$ cat src/pcie_ext_cap_params.svh
`ifndef PCIE_EXT_CAP_PARAMS_SVH
`define PCIE_EXT_CAP_PARAMS_SVH

// ==========================================
// Register offsets (byte addresses)
`define PB_HDR_OFF 12'h20c
`define DATA_SEL_OFF 12'h210
`define PB_DATA_OFF 12'h214
`define PB_CAP_OFF 12'h218
`define ACS_HDR_OFF 12'h220
`define ACS_CTRL_OFF 12'h224
`define EGRESS_OFF 12'h228
`define LTR_HDR_OFF 12'h230

// ==========================================
// Capability header contents
`define PB_CAP_ID 16'h0004
`define ACS_CAP_ID 16'h000d
`define LTR_CAP_ID 16'h0018
`define CAP_VERSION 4'h1
`define NEXT_UP 12'h230
`define NEXT_DN 12'h220
`define NEXT_END 12'h000

// ==========================================
// Power budgeting reset values and selectors
`define BASE_POWER_RST 8'h04
`define SCALE_RST 2'h0
`define SUBSTATE_RST 3'h0
`define PMSTATE_RST 2'h0
`define TYPE_MAX 3'h7
`define TYPE_SUST 3'h3
`define RAIL_RST 3'h2
`define SYS_ALLOC_RST 1'h0
`define SEL_MAX 8'h00
`define SEL_SUST 8'h01
`define DATA_SEL_RST 8'h00

// ==========================================
// Access control fields
`define ACS_CAP_BITS 7'h7f
`define ACS_EN_LSB 16
`define ACS_EN_RST 7'h00
`define EGRESS_EN_BIT 5
`define EGRESS_RST 8'h00

`endif

$ cat src/pcie_ext_cap_pkg.sv
package pcie_ext_cap_pkg;

  // ==========================================
  // Power budgeting data word
  typedef struct packed {
    logic [10:0] rsvd;
    logic [2:0] rail;
    logic [2:0] cond_type;
    logic [1:0] pm_state;
    logic [2:0] sub_state;
    logic [1:0] scale;
    logic [7:0] base_power;
  } power_data_t;

  // ==========================================
  // Extended capability header word
  typedef struct packed {
    logic [11:0] next_ptr;
    logic [3:0] version;
    logic [15:0] cap_id;
  } cap_header_t;

  // ==========================================
  // Access control capability and control word
  typedef struct packed {
    logic [8:0] rsvd_hi;
    logic [6:0] enable;
    logic [7:0] vec_size;
    logic rsvd_lo;
    logic [6:0] support;
  } acs_word_t;

endpackage

$ cat src/pcie_ext_cap_power_acs_ltr_regs.sv
// Register access over APB is this design's own decision.
`timescale 1ns/100ps
`include "pcie_ext_cap_params.svh"

// Contract
// Power data byte 7:0 is read-only base power in watts, reset 04h.
// EEPROM autoload may replace base power; software then reads loaded value.
// Read-only scale field in bits 9:8, reset zero.
// Read-only sub-state field in bits 12:10, reset zero.
// Read-only power state field in bits 14:13, fully-on, zero.
// Read-only condition type in bits 17:15, maximum power, all ones.
// Read-only power rail in bits 20:18 reads two; upper bits reserved.
// Read-only system-allocated flag, reset zero, autoload may override.
// Downstream only: access-control header reads ID 000Dh, version 1.
// Access-control and latency headers end the chain with next pointer zero.
// Capability bits 0 to 6 read ones; bit 7 reserved.
// Bits 15:8 report applicable egress vector bits, default eight.
// Bits 16 to 22 are writable feature enables, reset zero.
// Downstream: 8-bit egress vector, reset zero, blocks matching peer requests.
// Upstream only: latency-reporting header reads ID 0018h, version 1.
// Selector 00h max, 01h sustained, other values give zero budgets.
// Power budgeting next pointer is 230h upstream, 220h downstream.
// Reserved bits read zero; absent registers do not answer as present.
// Enables act only where supported; egress vector needs its enable.
module pcie_ext_cap_power_acs_ltr_regs #(
  parameter bit UPSTREAM = 1'b0,
  parameter int EGRESS_WIDTH = 8
) (
  // Clock and reset
  input wire logic MCLK_IN,
  input wire logic RST_IN,
  // APB slave
  input wire logic PSEL_IN,
  input wire logic PENABLE_IN,
  input wire logic PWRITE_IN,
  input wire logic [11:0] PADDR_IN,
  input wire logic [31:0] PWDATA_IN,
  input wire logic [3:0] PSTRB_IN,
  output logic PREADY_OUT,
  output logic [31:0] PRDATA_OUT,
  output logic PSLVERR_OUT,
  // EEPROM autoload
  input wire logic EE_LOAD_IN,
  input wire logic [7:0] EE_BASE_POWER_IN,
  input wire logic EE_SYS_ALLOC_IN,
  // Port control
  output logic [6:0] ACS_ENABLE_OUT,
  output logic [EGRESS_WIDTH-1:0] EGRESS_BLOCK_OUT
);

  // ==========================================
  // Parameter check
  if (EGRESS_WIDTH < 1 || EGRESS_WIDTH > 8) begin : g_bad_width
    $error("EGRESS_WIDTH must be 1 to 8");
  end

  // ==========================================
  // State
  logic ready_ff;
  logic [31:0] rdata_ff;
  logic slverr_ff;
  logic [7:0] data_sel_ff;
  logic [7:0] base_power_ff;
  logic sys_alloc_ff;
  logic [6:0] acs_en_ff;
  logic [EGRESS_WIDTH-1:0] egress_ff;
  logic [6:0] acs_out_ff;
  logic [EGRESS_WIDTH-1:0] egress_out_ff;

  logic setup;
  logic wr_go;
  logic rd_setup;
  logic rd_hit;
  logic [31:0] rd_data;
  pcie_ext_cap_pkg::power_data_t pdata;
  pcie_ext_cap_pkg::cap_header_t pb_hdr;
  pcie_ext_cap_pkg::cap_header_t acs_hdr;
  pcie_ext_cap_pkg::cap_header_t ltr_hdr;
  pcie_ext_cap_pkg::acs_word_t acs_word;

  assign setup = PSEL_IN & ~PENABLE_IN;
  assign wr_go = PSEL_IN & PENABLE_IN & PWRITE_IN & ready_ff;
  assign rd_setup = setup & ~PWRITE_IN;

  // ==========================================
  // Read words
  // next pointer
  assign pb_hdr = '{next_ptr: UPSTREAM ? `NEXT_UP : `NEXT_DN,
                    version: `CAP_VERSION, cap_id: `PB_CAP_ID};
  // access-control header
  assign acs_hdr = '{next_ptr: `NEXT_END, version: `CAP_VERSION,
                     cap_id: `ACS_CAP_ID};
  // latency header
  assign ltr_hdr = '{next_ptr: `NEXT_END, version: `CAP_VERSION,
                     cap_id: `LTR_CAP_ID};

  // capability and enables
  assign acs_word = '{rsvd_hi: 9'h000, enable: acs_en_ff,
                      vec_size: 8'(EGRESS_WIDTH), rsvd_lo: 1'b0,
                      support: `ACS_CAP_BITS};

  // condition selector
  always_comb begin
    pdata = '0;
    if (data_sel_ff == `SEL_MAX || data_sel_ff == `SEL_SUST) begin
      // base power
      pdata.base_power = base_power_ff;
      // scale field
      pdata.scale = `SCALE_RST;
      // sub-state field
      pdata.sub_state = `SUBSTATE_RST;
      // power state
      pdata.pm_state = `PMSTATE_RST;
      // condition type
      pdata.cond_type = (data_sel_ff == `SEL_MAX) ? `TYPE_MAX : `TYPE_SUST;
      // power rail
      pdata.rail = `RAIL_RST;
    end
  end

  // ==========================================
  // Address decode
  // unmapped and absent answer as error
  always_comb begin
    rd_hit = 1'b1;
    rd_data = 32'h0000_0000;
    if (PADDR_IN == `PB_HDR_OFF) begin
      rd_data = pb_hdr;
    end else if (PADDR_IN == `DATA_SEL_OFF) begin
      rd_data = {24'h00_0000, data_sel_ff};
    end else if (PADDR_IN == `PB_DATA_OFF) begin
      rd_data = pdata;
    end else if (PADDR_IN == `PB_CAP_OFF) begin
      rd_data = {31'h0000_0000, sys_alloc_ff};
    end else if (PADDR_IN == `ACS_HDR_OFF && !UPSTREAM) begin
      rd_data = acs_hdr;
    end else if (PADDR_IN == `ACS_CTRL_OFF && !UPSTREAM) begin
      rd_data = acs_word;
    end else if (PADDR_IN == `EGRESS_OFF && !UPSTREAM) begin
      rd_data = 32'(egress_ff);
    end else if (PADDR_IN == `LTR_HDR_OFF && UPSTREAM) begin
      rd_data = ltr_hdr;
    end else begin
      rd_hit = 1'b0;
    end
  end

  // ==========================================
  // APB answer: one wait-free access phase
  always_ff @(posedge MCLK_IN or posedge RST_IN) begin
    if (RST_IN) begin
      ready_ff <= 1'b0;
      rdata_ff <= 32'h0000_0000;
      slverr_ff <= 1'b0;
    end else begin
      ready_ff <= setup;
      rdata_ff <= (setup && !PWRITE_IN) ? rd_data : 32'h0000_0000;
      slverr_ff <= setup & ~rd_hit;
    end
  end

  assign PREADY_OUT = ready_ff;
  assign PRDATA_OUT = rdata_ff;
  assign PSLVERR_OUT = slverr_ff;

  // ==========================================
  // Selector register
  always_ff @(posedge MCLK_IN or posedge RST_IN) begin
    if (RST_IN) begin
      data_sel_ff <= `DATA_SEL_RST;
    end else if (wr_go && PADDR_IN == `DATA_SEL_OFF && PSTRB_IN[0]) begin
      data_sel_ff <= PWDATA_IN[7:0];
    end
  end

  // ==========================================
  // Autoloaded descriptors
  always_ff @(posedge MCLK_IN or posedge RST_IN) begin
    if (RST_IN) begin
      base_power_ff <= `BASE_POWER_RST;
      sys_alloc_ff <= `SYS_ALLOC_RST;
    end else if (EE_LOAD_IN) begin
      // base power autoload
      base_power_ff <= EE_BASE_POWER_IN;
      // allocated flag autoload
      sys_alloc_ff <= EE_SYS_ALLOC_IN;
    end
  end

  // ==========================================
  // Access control enables and egress vector
  always_ff @(posedge MCLK_IN or posedge RST_IN) begin
    if (RST_IN) begin
      acs_en_ff <= `ACS_EN_RST;
    end else if (wr_go && !UPSTREAM && PADDR_IN == `ACS_CTRL_OFF && PSTRB_IN[2]) begin
      // writable enables
      acs_en_ff <= PWDATA_IN[`ACS_EN_LSB +: 7] & `ACS_CAP_BITS;
    end
  end

  always_ff @(posedge MCLK_IN or posedge RST_IN) begin
    if (RST_IN) begin
      egress_ff <= EGRESS_WIDTH'(`EGRESS_RST);
    end else if (wr_go && !UPSTREAM && PADDR_IN == `EGRESS_OFF && PSTRB_IN[0]) begin
      // egress vector write
      egress_ff <= PWDATA_IN[EGRESS_WIDTH-1:0];
    end
  end

  // ==========================================
  // Port control outputs
  always_ff @(posedge MCLK_IN or posedge RST_IN) begin
    if (RST_IN) begin
      acs_out_ff <= 7'h00;
      egress_out_ff <= '0;
    end else begin
      // gated enables
      acs_out_ff <= UPSTREAM ? 7'h00 : (acs_en_ff & `ACS_CAP_BITS);
      egress_out_ff <= (!UPSTREAM && acs_en_ff[`EGRESS_EN_BIT]) ? egress_ff : '0;
    end
  end

  assign ACS_ENABLE_OUT = acs_out_ff;
  assign EGRESS_BLOCK_OUT = egress_out_ff;
endmodule // pcie_ext_cap_power_acs_ltr_regs

$ cat config.mk
export PLATFORM = sky130hd
export DESIGN_NAME = pcie_ext_cap_power_acs_ltr_regs
export DESIGN_NICKNAME = d
export VERILOG_FILES = /design/src/pcie_ext_cap_pkg.sv /design/src/pcie_ext_cap_power_acs_ltr_regs.sv
export VERILOG_INCLUDE_DIRS = /design/src
export SDC_FILE = /design/constraint.sdc
export NUM_CORES = 1
export LEC_CHECK = 0
export ABC_AREA = 1
export BUFFER_PORTS_ARGS = -buffer_cell sky130_fd_sc_hd__buf_2
export CORE_UTILIZATION = 54
export DETAILED_ROUTE_END_ITERATION = 7
export GPL_TIMING_DRIVEN = 0
export PLACE_DENSITY_LB_ADDON = 0.05
export SYNTH_ARGS = -nofsm -noshare
export SYNTH_HDL_FRONTEND = slang
export SYNTH_SLANG_ARGS = --single-unit
$ cat constraint.sdc
create_clock -name MCLK_IN -period 4 [get_ports MCLK_IN]
set_input_delay 0.2 -clock MCLK_IN [delete_from_list [all_inputs] [get_ports MCLK_IN]]
set_output_delay 0.2 -clock MCLK_IN [all_outputs]
set_load 0.005 [all_outputs]
==> Flow_metrics.wiki <==
{| class="wikitable"
! Metric !! Value
|-
| RSZ-0062 raised after global routing || false
|-
| Final hold viol count || 0
|-
| Routed Antenna Nets || 0
|-
| Post-synthesis area per instance || about 9.2 um2
|-
| Number of different library cells in the post-synthesis netlist || 28
|-
| Synthesis-stage register bit count || 67
|-
| Least-Margin Pin Slew || between 0.6 and 0.7 ns
|-
| Resized Gates After CTS || 0
|-
| Clk sink count || 67
|-
| Clock edge transition at the registers on the reported setup and hold paths || roughly 0.070 ns
|-
| Destination of the worst register-to-register timing path || PRDATA_OUT[0]$_DFF_PP0_
|-
| Top-Level Pins || 112
|-
| Status || complete, no violations
|-
| Initial drt markers || between 100 and 150
|-
| Internal Power || about 1.2 mW
|-
| Via count of the first global-routing pass || 2,427
|-
| Peak Freq || 723 MHz
|-
| Number of max-slew violations in the final report || 0
|-
| Sum of buffers and inverters on the critical path || 1
|-
| Path type of the worst setup path || reg -> reg
|-
| Clock Skew || between 0.003 and 0.004 ns
|-
| Most used flip-flop cell after synthesis || dfrtp_1
|-
| Standard cell core area || between 5000 and 6000 um2
|-
| Clock power frac || 0.462
|-
| Site Rows || 27
|-
| Post-synth top area share || 0.516
|-
| Antenna violations before repair || 0
|-
| Worst ir drop on vdd || 289 uV
|-
| Area of the die || 6240 um2
|-
| Fraction of layout cells with a size suffix above 1 || 0.406
|-
| Total detailed-routing wirelength || 6.22 mm
|-
| Core Util, Final || 0.712
|-
| First-pass GRT wire length || approximately 11 mm
|-
| Final Instance Count excl. Fillers || between 500 and 600
|-
| Cell taking the most area after synthesis || dfrtp_1
|-
| Initial DRT Pass Iterations || 4
|-
| Maximum clock path buffer count || 2
|-
| Setup violation total in the final timing report || 0
|-
| Total net switching power || approximately 300 uW
|-
| Max-Cap Viols || 0
|-
| Worst Path Arrival || approximately 1.7 ns
|-
| Power per unit of standard cell area || between 300 and 400 nW/um2
|-
| TritonCTS clock tree || yes
|-
| Post-DP HPWL || between 4 and 5 mm
|-
| Number of enable flip-flop cells after synthesis || 0
|-
| Avg Vias per Cell || between 4 and 5
|-
| Ranking of synthesized cells by area || dfrtp_1, nand2_1, inv_1
|-
| Aggregate negative setup slack || 0 ns
|-
| Maximum number of pins on one net before global-route repair || 38
|-
| Crit path launch || data_sel_ff[5]$_DFFE_PP0P_
|-
| Clock network latency to the later pin of the worst-skew pair || between 0.3 and 0.4 ns
|-
| Part of the power in registers || 0.473
|-
| Fraction of synthesis flops using an asynchronous set or reset pin || 1.00
|-
| Number of diodes || 0
|-
| Fraction of power spent switching nets || 0.209
|-
| Clock buffers created by TritonCTS || 9
|-
| P_leak || about 2.4 nW
|-
| Number of cells on the critical path || 7
|-
| Gr ovfl total || 0
|-
| Count of buffers inserted at the top-level ports || between 70 and 80
|-
| Reg2reg setup slack || ~2.6 ns
|-
| Classification of the worst-slack hold path || in -> reg
|-
| Root buffer cell || clkbuf_8
|-
| Biggest fanout along the worst timing path || 9
|-
| Vertical extent of the die || 79.0 um
|-
| Area after DPL || 3740 um2
|-
| Maximum level of the CTS H-tree || 3
|-
| Slew Limit Headroom || 0.557
|-
| CP required || around 4.3 ns
|-
| Global Route Usage Sum || 0.223
|-
| Sequential fraction of the synthesis area || 0.524
|-
| Routability cong. || 0.773
|-
| Placed cell count || 509
|-
| Layout overhead on the synthesized area || 24.9%
|-
| Yosys warning count || 0
|-
| Shortest period the worst path allows || 1.38 ns
|-
| Element type at the critical path start || register
|-
| Critical-path cell with the highest stage delay || dfrtp_1
|-
| Die Wd || 79.0 um
|-
| Fin crit share || 0.346
|-
| Chain of cells forming the critical path || nor2_1 -> nand2_1 -> nor2_2 -> nand4_1 -> nand2_1 -> inv_1 -> a21oi_1
|-
| Total number of vias || roughly 2,500
|-
| Average wire per standard cell || about 12 um
|-
| Initial core utilization || 0.571
|-
| Combinational power share || 0.065
|-
| Critical path's largest stage delay || a little under 0.4 ns
|-
| DR DRC count || 0
|-
| Cell class contributing the biggest share of worst-path delay || simple AND/OR/NAND/NOR gates
|-
| Worst Setup End Kind || register
|-
| Cell repeated most along the worst path || nand2_1
|-
| Net count, final || approximately 510
|-
| Depth of the most critical reg-to-reg path || 7
|-
| Design area || about 4000 um2
|-
| Cell count after synthesis || around 350
|-
| Capture point of the critical path || PRDATA_OUT[0]$_DFF_PP0_
|-
| Post-synth design cell area || approximately 3200 um2
|-
| Critical register-to-register path startpoint || data_sel_ff[5]$_DFFE_PP0P_
|}
placed cells by master, fill, tap and decap left out, drive strengths merged, types with 3 or more instances in the layout:
master,Yosys,routed
bufinv,0,3
inv,53,53
mux2,9,9
buf,18,97
nor2,41,41
nand3,28,28
nor3,5,5
a21oi,3,3
conb,1,13
dfrtp,66,66
o21ai,23,23
nand2,91,91
clkbuf,2,13
nand4,3,3
area by class of cell:
cell class	instances	area (um2)
Inverter	54	213
Sequential cell	67	1680
Clock inverter	4	98.8
Timing Repair Buffer	80	420
Multi-Input combinational cell	217	1200
Fill cell	444	1610
Buffer	20	155
Clock buffer	11	141
Tap cell	72	90.1
cell families (layout without fill, tap and decap cells):
| logic type | after synthesis | in the layout | share of synthesized area |
|---|---|---|---|
| AO/OA/AOI/OAI | 27 | 27 | 0.0618 |
| other | 1 | 13 | 0.00117 |
| multiplexers | 9 | 9 | 0.0317 |
| AND/OR/NAND/NOR | 168 | 168 | 0.266 |
| buffers and inverters | 74 | 169 | 0.115 |
| flip-flops | 67 | 67 | 0.524 |
routing by layer:
metal / global-route usage / up-vias / routed length (um)
li1: - / 1246 / -
met1: 0.276 / 1174 / 2670
met2: 0.373 / 77 / 3100
met3: 0.0598 / 10 / 371
met4: 0.0818 / 0 / 80
met5: 0 / - / 0
registers in the layout, indices dropped and copies added (netlist names):
register and flops:
PRDATA_OUT 18, EGRESS_BLOCK_OUT 8, base_power_ff 8, data_sel_ff 8
egress_ff 8, ACS_ENABLE_OUT 7, acs_en_ff 7, PREADY_OUT 1
PSLVERR_OUT 1, sys_alloc_ff 1
synthesized netlist by cell type, types with 2 or more instances:
cell,number
a21oi_1,3
mux2_2,9
inv_1,43
clkbuf_1,2
nor2_1,21
nand2_4,6
dfrtp_1,66
o21ai_0,5
nor2_4,8
nor3_1,5
o21ai_1,2
nor2_2,11
buf_6,2
nand4_1,3
inv_2,9
nand3_1,28
nand2_1,76
nand2_2,9
buf_4,14
o21ai_2,16
per-stage QoR:
step           worst slack, ns  power (mW)  hold slack (ns)
2_1_floorplan             2.12       0.764            0.277
3_3_place_gp              1.38       0.797            0.356
3_5_place_dp              2.57       0.801            0.336
4_1_cts                   2.63        1.48           0.0380
5_1_grt                   2.44        1.52           0.0305
6_report                  2.62        1.47           0.0475
what timing repair did:
action / 4_1_cts / 5_1_grt
buffers inserted: 0 / 0
endpoints found under the hold margin: 29 / 0
hold buffers: 1 / 0
how the worst min path moves through the flow:
stage,depth (start not counted),slack (ns),end,start
3_3_place_gp,0,0.36,ACS_ENABLE_OUT[5]$_DFF_PP0_,acs_en_ff[5]$_DFFE_PP0P_
5_1_grt,2,0.03,PREADY_OUT$_DFF_PP0_,PENABLE_IN
6_report,2,0.05,PREADY_OUT$_DFF_PP0_,PENABLE_IN
3_5_place_dp,2,0.34,EGRESS_BLOCK_OUT[5]$_DFF_PP0_,RST_IN
4_1_cts,2,0.04,PREADY_OUT$_DFF_PP0_,PENABLE_IN
2_1_floorplan,1,0.28,PREADY_OUT$_DFF_PP0_,PENABLE_IN
power by group through the flow:
stage	clock network (mW)	registers [mW]	logic, mW
6_report	0.678	0.694	0.0949
5_1_grt	0.723	0.694	0.107
4_1_cts	0.687	0.693	0.0960
3_5_place_dp	0	0.706	0.0949
3_3_place_gp	0	0.706	0.0907
2_1_floorplan	0	0.705	0.0590
Note: power is estimated with default switching activity, not from simulation.
